**config.mk**
```make
export PLATFORM = sky130hd
export DESIGN_NAME = dee_nv_device_flat
export DESIGN_NICKNAME = d
export VERILOG_FILES = /design/src/rtl/dee_pkg.sv /design/src/rtl/dee_if.sv /design/src/rtl/dee_nv_device.sv /design/src/flat_wrapper.sv
export SDC_FILE = /design/constraint.sdc
export NUM_CORES = 2
export LEC_CHECK = 0
export BUFFER_PORTS_ARGS = -buffer_cell sky130_fd_sc_hd__buf_2
export CORE_ASPECT_RATIO = 1.5
export CORE_MARGIN = 8
export CORE_UTILIZATION = 57
export DETAILED_ROUTE_END_ITERATION = 10
export PLACE_DENSITY = 0.8
export SLEW_MARGIN = 15
export SYNTH_ARGS = -nofsm -noshare
export SYNTH_HDL_FRONTEND = slang
export SYNTH_SLANG_ARGS = --single-unit
export TNS_END_PERCENT = 5
```
**constraint.sdc**
```tcl
create_clock -name pclk -period 3.2 [get_ports pclk]
set_input_delay 0.32 -clock pclk [delete_from_list [all_inputs] [get_ports pclk]]
set_output_delay 0.32 -clock pclk [all_outputs]
set_load 0.01 [all_outputs]
```
**src/rtl/dee_pkg.sv**
```systemverilog
// Function
// RULE_01 - 256 bytes, byte access via address/data
// RULE_02 - Write erases then programs, internally timed
// RULE_03 - Unlock register has no storage, reads zero
// RULE_04 - Bit 7 selects program memory or EEPROM
// RULE_05 - Bit 6 selects configuration space
// RULE_06 - Write start blocked while write permit clear
// RULE_07 - Clearing permit never aborts running write
// RULE_08 - Reset during write sets error bit 3
// RULE_09 - Reset clears address and data registers
// RULE_10 - Start bits set by software, hardware clears
// RULE_11 - Read start ignored when program memory selected
// RULE_12 - Write completion sets sticky done flag
// RULE_13 - Read result ready for next instruction
// RULE_14 - Data register holds read value until changed
// RULE_15 - Firmware loads address, selects EEPROM, starts read
// RULE_16 - Firmware loads address and data before write
// RULE_17 - Write needs 55h, AAh, then start, exactly
// RULE_18 - Firmware keeps unlock sequence uninterrupted
// RULE_19 - Completion never clears write permit
// RULE_20 - Firmware keeps write permit clear when idle
// RULE_21 - Running write locks control, address, data
// RULE_22 - Power-up clears permit, timer inhibits writes
// RULE_23 - Write duration is a cycle count parameter
// RULE_24 - Error leaves memory and erase selects unchanged
package dee_pkg;

  // ==========================================
  // Timing
  localparam int CLK_HZ = 20000000;
  localparam int PWRT_TIME_MS = 72;
  localparam int PWRT_CYCLES = PWRT_TIME_MS * (CLK_HZ / 1000);
  localparam int WRITE_CYCLES = 64;

  // ==========================================
  // Storage
  localparam int NV_BYTES = 256;
  localparam int NV_AW = 8;

  // ==========================================
  // Register port of the device
  localparam int SFR_AW = 3;
  localparam logic [2:0] SFR_CTRL = 3'h0;
  localparam logic [2:0] SFR_KEY = 3'h1;
  localparam logic [2:0] SFR_DATA = 3'h2;
  localparam logic [2:0] SFR_ADDR = 3'h3;
  localparam logic [2:0] SFR_FLAG = 3'h4;

  // Control and flag register fields
  localparam int CTL_PGD = 7;
  localparam int CTL_CONFIG_SPACE_SELECT = 6;
  localparam int CTL_ROW = 4;
  localparam int CTL_ERR = 3;
  localparam int CTL_WRITE_PERMIT = 2;
  localparam int CTL_WR = 1;
  localparam int CTL_RD = 0;
  localparam int FLAG_DONE = 4;

  localparam logic [7:0] KEY_FIRST = 8'h55;
  localparam logic [7:0] KEY_SECOND = 8'hAA;
  localparam logic [7:0] BYTE_ERASED = 8'hFF;
  localparam logic [7:0] RST_BYTE = 8'h00;

  typedef enum {KEY_IDLE, KEY_GOT_FIRST, KEY_ARMED} dee_key_t;

  // ==========================================
  // APB map of the controller
  localparam int APB_AW = 12;
  localparam logic [11:0] APB_CMD = 12'h000;
  localparam logic [11:0] APB_STATUS = 12'h004;
  localparam int CMD_READ = 0;
  localparam int CMD_WRITE = 1;
  localparam int CMD_ADDR_LSB = 8;
  localparam int CMD_DATA_LSB = 16;
  localparam int STS_BUSY = 8;
  localparam int STS_ERR = 9;

  localparam int WR_STEPS = 9;
  localparam int RD_STEPS = 3;
  localparam logic [3:0] POLL_STEP = 4'h6;

  typedef enum {HS_IDLE, HS_ISSUE, HS_STROBE, HS_READBACK, HS_NEXT} dee_host_state_t;

endpackage

```
**src/rtl/dee_if.sv**
```systemverilog
`timescale 1ns/1ps
interface dee_if (
  input logic pclk,
  input logic presetn,
  input logic por_n
);
  logic sfr_we;
  logic sfr_re;
  logic [2:0] sfr_sel;
  logic [7:0] sfr_wdata;
  logic [7:0] sfr_rdata;

  modport dev (
    input pclk,
    input presetn,
    input por_n,
    input sfr_we,
    input sfr_re,
    input sfr_sel,
    input sfr_wdata,
    output sfr_rdata
  );

  modport host (
    input pclk,
    input presetn,
    input por_n,
    output sfr_we,
    output sfr_re,
    output sfr_sel,
    output sfr_wdata,
    input sfr_rdata
  );
endinterface

```
**src/rtl/dee_nv_device.sv**
```systemverilog
`timescale 1ns/1ps
module dee_nv_device #(
  parameter int PWRT_CYCLES = dee_pkg::PWRT_CYCLES,
  parameter int WRITE_CYCLES = dee_pkg::WRITE_CYCLES,
  parameter int NV_BYTES = dee_pkg::NV_BYTES
) (
  dee_if.dev bus,
  output logic done_flag,
  output logic write_busy
);

  localparam int CW = $clog2(WRITE_CYCLES + 1);
  localparam int PW = $clog2(PWRT_CYCLES + 1);
  localparam logic [CW-1:0] CNT_LAST = CW'(WRITE_CYCLES - 1);
  localparam logic [CW-1:0] CNT_ERASE = CW'(WRITE_CYCLES / 2);
  localparam logic [PW-1:0] PWRT_LAST = PW'(PWRT_CYCLES - 1);

  if (WRITE_CYCLES < 2 || PWRT_CYCLES < 1 || NV_BYTES != (1 << dee_pkg::NV_AW))
  begin : g_chk
    $error("dee_nv_device: unsupported parameter values");
  end

  // ==========================================
  // Storage and state
  logic [7:0] mem [NV_BYTES];
  logic [7:0] addr_ff;
  logic [7:0] data_ff;
  logic pgd_ff;
  logic config_space_select_ff;
  logic row_ff;
  logic err_ff;
  logic write_permit_ff;
  logic wr_ff;
  logic rd_ff;
  logic flag_ff;
  logic tgt_ee_ff;
  logic busy_mark_ff;
  logic alive_ff;
  logic pwrt_done_ff;
  logic [PW-1:0] pwrt_cnt_ff;
  logic [CW-1:0] cnt_ff;
  logic [7:0] rdata_ff;
  logic busy_out_ff;
  dee_pkg::dee_key_t key_ff;
  dee_pkg::dee_key_t nxt_key;

  // ==========================================
  // Decode
  wire we_ctrl = bus.sfr_we && (bus.sfr_sel == dee_pkg::SFR_CTRL);
  wire we_key = bus.sfr_we && (bus.sfr_sel == dee_pkg::SFR_KEY);
  wire we_data = bus.sfr_we && (bus.sfr_sel == dee_pkg::SFR_DATA);
  wire we_addr = bus.sfr_we && (bus.sfr_sel == dee_pkg::SFR_ADDR);
  wire we_flag = bus.sfr_we && (bus.sfr_sel == dee_pkg::SFR_FLAG);
  wire ctrl_ok = we_ctrl && !wr_ff; // RULE_21
  wire [7:0] wd = bus.sfr_wdata;
  // Old permit value is used, so one write cannot both permit and start
  wire start_wr = ctrl_ok && wd[dee_pkg::CTL_WR] && write_permit_ff && (key_ff == dee_pkg::KEY_ARMED)
    && pwrt_done_ff; // RULE_06 RULE_17 RULE_21 RULE_22
  // Only the data EEPROM is readable this way
  wire start_rd = ctrl_ok && wd[dee_pkg::CTL_RD] && !wd[dee_pkg::CTL_PGD]
    && !wd[dee_pkg::CTL_CONFIG_SPACE_SELECT]; // RULE_11 RULE_04 RULE_05
  wire cnt_end = wr_ff && (cnt_ff == CNT_LAST);
  wire erase_pt = wr_ff && (cnt_ff == CNT_ERASE);
  // A reset that landed mid-write shows as busy mark without the live marker
  wire err_set = !alive_ff && busy_mark_ff; // RULE_08
  wire flag_clr = we_flag && !wd[dee_pkg::FLAG_DONE];
  wire [7:0] ctrl_rd = {pgd_ff, config_space_select_ff, 1'b0, row_ff, err_ff, write_permit_ff, wr_ff, rd_ff};
  wire [7:0] flag_rd = {3'h0, flag_ff, 4'h0};
  wire [7:0] rd_mux = (bus.sfr_sel == dee_pkg::SFR_CTRL) ? ctrl_rd :
                      (bus.sfr_sel == dee_pkg::SFR_DATA) ? data_ff :
                      (bus.sfr_sel == dee_pkg::SFR_ADDR) ? addr_ff :
                      (bus.sfr_sel == dee_pkg::SFR_FLAG) ? flag_rd :
                      8'h00; // RULE_03

  assign bus.sfr_rdata = rdata_ff;
  assign done_flag = flag_ff;
  assign write_busy = busy_out_ff;

  // ==========================================
  // Unlock sequence
  // Any other register write between the steps breaks the sequence
  always_comb
  begin
    nxt_key = dee_pkg::KEY_IDLE;
    if (!bus.sfr_we)
    begin
      nxt_key = key_ff;
    end
    else if (we_key && wd == dee_pkg::KEY_FIRST)
    begin
      nxt_key = dee_pkg::KEY_GOT_FIRST;
    end
    else if (we_key && wd == dee_pkg::KEY_SECOND && key_ff == dee_pkg::KEY_GOT_FIRST)
    begin
      nxt_key = dee_pkg::KEY_ARMED; // RULE_17
    end
  end

  always_ff @(posedge bus.pclk or negedge bus.presetn)
  begin
    if (!bus.presetn)
    begin
      key_ff <= dee_pkg::KEY_IDLE;
    end
    else
    begin
      key_ff <= nxt_key;
    end
  end

  // ==========================================
  // Power-up timer, kept across ordinary resets
  always_ff @(posedge bus.pclk or negedge bus.por_n)
  begin
    if (!bus.por_n)
    begin
      pwrt_cnt_ff <= '0;
      pwrt_done_ff <= 1'b0;
    end
    else if (!pwrt_done_ff)
    begin
      pwrt_cnt_ff <= pwrt_cnt_ff + PW'(1);
      pwrt_done_ff <= (pwrt_cnt_ff == PWRT_LAST); // RULE_22
    end
  end

  // ==========================================
  // Fields that survive an ordinary reset
  // Selects stay so firmware can tell which operation failed
  always_ff @(posedge bus.pclk or negedge bus.por_n)
  begin
    if (!bus.por_n)
    begin
      pgd_ff <= 1'b0;
      config_space_select_ff <= 1'b0;
      row_ff <= 1'b0;
      err_ff <= 1'b0;
      busy_mark_ff <= 1'b0;
    end
    else
    begin
      if (ctrl_ok)
      begin
        pgd_ff <= wd[dee_pkg::CTL_PGD]; // RULE_04
        config_space_select_ff <= wd[dee_pkg::CTL_CONFIG_SPACE_SELECT]; // RULE_05
        row_ff <= wd[dee_pkg::CTL_ROW]; // RULE_24
      end
      // Hardware set wins over a software clear in the same cycle
      err_ff <= err_set | (ctrl_ok ? wd[dee_pkg::CTL_ERR] : err_ff); // RULE_08
      busy_mark_ff <= start_wr | (busy_mark_ff & ~cnt_end & ~err_set);
    end
  end

  // ==========================================
  // Fields cleared by every reset
  always_ff @(posedge bus.pclk or negedge bus.presetn)
  begin
    if (!bus.presetn)
    begin
      alive_ff <= 1'b0;
      addr_ff <= dee_pkg::RST_BYTE; // RULE_09
      write_permit_ff <= 1'b0; // RULE_22
      wr_ff <= 1'b0;
      rd_ff <= 1'b0;
      tgt_ee_ff <= 1'b0;
      cnt_ff <= '0;
      flag_ff <= 1'b0;
      rdata_ff <= 8'h00;
      busy_out_ff <= 1'b0;
    end
    else
    begin
      alive_ff <= 1'b1;
      if (we_addr && !wr_ff)
      begin
        addr_ff <= wd; // RULE_01 RULE_21
      end
      if (ctrl_ok)
      begin
        write_permit_ff <= wd[dee_pkg::CTL_WRITE_PERMIT]; // RULE_19 RULE_07
      end
      // Start bits only set by software; zero writes change nothing
      wr_ff <= start_wr | (wr_ff & ~cnt_end); // RULE_10 RULE_23
      rd_ff <= start_rd; // RULE_10 RULE_13
      if (start_wr)
      begin
        tgt_ee_ff <= !wd[dee_pkg::CTL_PGD] && !wd[dee_pkg::CTL_CONFIG_SPACE_SELECT];
      end
      cnt_ff <= (wr_ff && !cnt_end) ? cnt_ff + CW'(1) : '0; // RULE_02 RULE_23
      flag_ff <= cnt_end | (flag_ff & ~flag_clr); // RULE_12
      busy_out_ff <= start_wr | (wr_ff & ~cnt_end);
      if (bus.sfr_re)
      begin
        rdata_ff <= rd_mux;
      end
    end
  end

  // ==========================================
  // Data register
  always_ff @(posedge bus.pclk or negedge bus.presetn)
  begin
    if (!bus.presetn)
    begin
      data_ff <= dee_pkg::RST_BYTE; // RULE_09
    end
    else if (start_rd)
    begin
      data_ff <= mem[addr_ff]; // RULE_13 RULE_14
    end
    else if (we_data && !wr_ff)
    begin
      data_ff <= wd; // RULE_14 RULE_21
    end
  end

  // ==========================================
  // Array: erase at mid-cycle, program at the end
  // Program memory and configuration targets are timed but not stored here
  always_ff @(posedge bus.pclk)
  begin
    if (erase_pt && tgt_ee_ff)
    begin
      mem[addr_ff] <= dee_pkg::BYTE_ERASED; // RULE_02
    end
    else if (cnt_end && tgt_ee_ff)
    begin
      mem[addr_ff] <= data_ff; // RULE_02 RULE_01
    end
  end

endmodule

```
**src/flat_wrapper.sv**
```systemverilog
// flat-port wrapper written by rule: the top's interface ports become plain ports
module dee_nv_device_flat 
#(
  parameter int PWRT_CYCLES = dee_pkg::PWRT_CYCLES,
  parameter int WRITE_CYCLES = dee_pkg::WRITE_CYCLES,
  parameter int NV_BYTES = dee_pkg::NV_BYTES
)
  (done_flag, write_busy, pclk, presetn, por_n, bus_sfr_we, bus_sfr_re, bus_sfr_sel, bus_sfr_wdata, bus_sfr_rdata);
  dee_if bus_i (.pclk(pclk), .presetn(presetn), .por_n(por_n));
  output logic done_flag;
  output logic write_busy;
  input wire logic pclk;
  input wire logic presetn;
  input wire logic por_n;
  input wire logic [$bits(bus_i.sfr_we)-1:0] bus_sfr_we;
  input wire logic [$bits(bus_i.sfr_re)-1:0] bus_sfr_re;
  input wire logic [$bits(bus_i.sfr_sel)-1:0] bus_sfr_sel;
  input wire logic [$bits(bus_i.sfr_wdata)-1:0] bus_sfr_wdata;
  output wire logic [$bits(bus_i.sfr_rdata)-1:0] bus_sfr_rdata;
  assign bus_i.sfr_we = bus_sfr_we;
  assign bus_i.sfr_re = bus_sfr_re;
  assign bus_i.sfr_sel = bus_sfr_sel;
  assign bus_i.sfr_wdata = bus_sfr_wdata;
  assign bus_sfr_rdata = bus_i.sfr_rdata;
  dee_nv_device #(.PWRT_CYCLES(PWRT_CYCLES), .WRITE_CYCLES(WRITE_CYCLES), .NV_BYTES(NV_BYTES)) u_core (.bus(bus_i), .done_flag(done_flag), .write_busy(write_busy));
endmodule
```
==> reports/metrics.yaml <==
drt-total-wl_um: 233600
post_dp_cell_area_um2: 89080
syn2layout_area_growth_pct: 15.15
grt_max_degree: 113
cts_tree: "yes"
dp_cells: 6130
final_cell_area_um2: 95040
cts_max_level: 4
crit_chain: "buf_4 -> nor3b_1 -> nand4_1 -> nor4_1 -> o211ai_1 -> buf_4 -> o221ai_1 -> a221o_1"
cpPeakStageDelay_ns: 1.09
violations: "negative setup slack"
p_leak_nw: 36.01
power.density_nw_per_um2: 544.0
drive_gt1_share_pct: 32.33
fmax_mhz: 298.7
synth_edf_count: 2048
ir_drop_mv: 0.5957
fp.dieW_um: 326.7
critPathArrivalTime_ns: 4.11
cp.buffers_inverters: 2
die_h_um: 482.0
cts_made_buffers: 173
cap_violations: 0
path_class: "reg2reg"
start_util_pct: 57.23
path_delay_family: "simple AND/OR/NAND/NOR gates"
synth-seq-cells: 2114
hpwl_um: 139400
clockBufferDepth: 3
fin_ws_ns: -0.1481
slew_headroom_pct: 15.71
track_usage_pct: 28.83
finalPower_mw: 51.70
min_period_over_period_pct: 104.6
final_cells: 6472
r2r-start: "u_core.wr_ff$_DFF_PN0_"
ios: 26
finalHoldViolCount: 0
synth_area_leaders: "edfxtp_1 75%, mux4_2 15%, dfrtp_1 2.0%"
row_count: 171
cp.depth: 8
syn_avg_cell_area_um2: 21.41
nets: 4442
cp_common_cell: "buf_4"
final.setup_skew_ns: 0.03090
cts.sinks: 2114
dr.pass1.iters: 9
postRouteAntennaNets: 0
clkSlewWorstSetupHoldPaths_ns: 0.07
reg2regPathDepth: 8
cp_slowest_cell: "nor4_1"
dieArea_um2: 157500
multi_input_area_um2: 18280
required_ns: 3.96
gp_congestion: 0.9120
worst_setup_path_startpoint: "u_core.wr_ff$_DFF_PN0_"
drc: 0
crit_path_end_kind: "register"
port_buffers: 25
async_flop_share_pct: 3.122
setup_violations: 4
cts_root_buffer: "clkbuf_16"
synth_flop_cell: "edfxtp_1"
reg2reg_slack_ns: -0.15
grt_pass1_wl_um: 324200
clock_latency_ns: 0.82
yosys.cell_types.count: 72
drt_iter0_markers: 7026
seq_area_um2: 63160
num_vias: 45180
netlist_instances: 3854
routedWlPerCell_um: 36.10
critPathMaxFanout: 10
synth_top_cell_area_share_pct: 74.52
synthesis.area_um2: 82530
syn-num-nets: 3873
vias_per_cell: 6.980
gr-total-overflow: 0
run_status: "finished, violations left"
synth_top_area_cell: "edfxtp_1"
tightest_slew_ns: 1.253
core_um2: 144200
start_kind: "register"
hp-class: "in2async"
reg2reg_to: "u_core.data_ff[7]$_DFFE_PN0P_"
slew_violations: 0
finalCriticalPeriod_ns: 3.348
grt_pass1_vias: 45540
fillers: 8572
ys_seq_area_share_pct: 76.52
holdWs_ns: 0.07476
antenna_found_initial: 9
rsz0062_at_grt: "true"
yosys_warnings: 0
worst max-delay path by stage:
stage | slack, ns | to
2_1_floorplan | -0.23 | u_core.mem[0][0]$_DFFE_PP_
3_3_place_gp | -0.12 | u_core.data_ff[3]$_DFFE_PN0P_
3_5_place_dp | -0.16 | u_core.data_ff[3]$_DFFE_PN0P_
4_1_cts | -0.02 | u_core.data_ff[4]$_DFFE_PN0P_
5_1_grt | -0.12 | u_core.data_ff[4]$_DFFE_PN0P_
6_report | -0.15 | u_core.data_ff[7]$_DFFE_PN0P_
per-stage QoR:
stage | setup TNS, ns | util, % | setup WS [ns]
after floorplan | -473.54 | - | -0.2312
after global placement | -0.1393 | 61.77 | -0.1162
after detailed placement | -1.450 | 61.77 | -0.1556
after CTS | -0.02354 | 65.75 | -0.02354
after global routing | -0.3328 | 65.90 | -0.1236
final | -0.3301 | 65.90 | -0.1481
per-layer routing:
layer / share of wire [%] / global-route usage [%] / up-vias
li1: - / - / 17110
met1: 30 / 32.94 / 22920
met2: 49 / 47.53 / 4084
met3: 12 / 7.169 / 1063
met4: 9.5 / 20.80 / 6
met5: 0.028 / 0.2754 / -
report_power, final:
part / total, mW / switching (mW) / internal (mW) / leakage [nW]
clock: 21.3 / 9.80 / 11.5 / 2.69
sequential: 29.9 / 0.0182 / 29.9 / 25.1
combinational: 0.535 / 0.324 / 0.211 / 8.18
sequential cells by signal (all words and copies together) (netlist names):
| signal | cells |
|---|---|
| u_core.cnt_ff | 7 |
| u_core.write_permit_ff | 1 |
| u_core.wr_ff | 1 |
| u_core.busy_mark_ff | 1 |
| u_core.err_ff | 1 |
| u_core.key_ff | 2 |
| u_core.config_space_select_ff | 1 |
| u_core.done_flag | 1 |
| u_core.alive_ff | 1 |
| u_core.pwrt_done_ff | 1 |
| u_core.bus.sfr_rdata | 8 |
| u_core.tgt_ee_ff | 1 |
| u_core.pgd_ff | 1 |
| u_core.addr_ff | 8 |
| u_core.data_ff | 8 |
| u_core.pwrt_cnt_ff | 21 |
| u_core.mem | 2048 |
| u_core.rd_ff | 1 |
| u_core.row_ff | 1 |
logic make-up after synthesis:
logic type      count (synthesis)  share of synthesized area, %
compound gates                200                         1.713
simple gates                  592                         3.255
fa+ha+maj                       3                       0.04549
other cells                     1                      0.004544
buf+inv                       245                         1.507
mux                           675                         16.70
xor+xnor                       24                        0.2547
flops                        2114                         76.52
area by class of cell:
cell class                 instances  share of cell area, %
inverter                          22                0.09479
sequential                      2114                  66.46
multi-input combinational       1495                  19.24
tap                             1903                  2.505
clock inverter                    97                 0.9255
antenna                            7                0.01843
timing repair buffer             617                  5.860
clock buffer                     217                  4.896
Yosys cell counts (6+ instances only):
cell,instances
dfrtp_1,66
inv_1,20
a22oi_1,52
a21oi_1,36
nand2_1,111
mux2i_1,98
and3_1,9
o22ai_1,21
buf_4,28
nand3_1,31
and2_1,9
buf_6,15
edfxtp_1,2048
buf_1,18
o211ai_1,6
mux2_2,17
a22o_1,8
o21ai_0,15
a211oi_1,9
a32oi_1,11
clkbuf_1,105
mux4_2,560
buf_2,54
or2_2,12
nor4_1,10
nand2b_1,14
xor2_1,9
nor2b_1,22
xnor2_1,15
nand4_1,19
nor3_1,21
nor2_1,302
layout by cell type (no fill, tap or decap), types with 20 or more instances in the layout:
cell | synthesis | routed
a21oi_1 | 36 | 36
edfxtp_1 | 2048 | 2048
clkbuf_1 | 105 | 36
mux2i_1 | 98 | 93
nand3_1 | 31 | 31
inv_1 | 20 | 20
buf_12 | 1 | 66
a22oi_1 | 52 | 52
nor3_1 | 21 | 20
clkinv_2 | 0 | 34
mux4_2 | 560 | 560
nand2_1 | 111 | 109
clkinv_1 | 1 | 28
clkbuf_16 | 0 | 182
dfrtp_1 | 66 | 61
nor2b_1 | 22 | 22
nor2_1 | 302 | 297
buf_4 | 28 | 499
buf_2 | 54 | 25
what timing repair did:
action,4_1_cts,5_1_grt
gates resized for setup,10,28
setup buffers,0,3
endpoints found under the hold margin,96,0
setup endpoints to repair,28,388
hold buffers,16,0
gates cloned,0,2
pin swaps,0,4
Power figures use the tool's default switching activity.
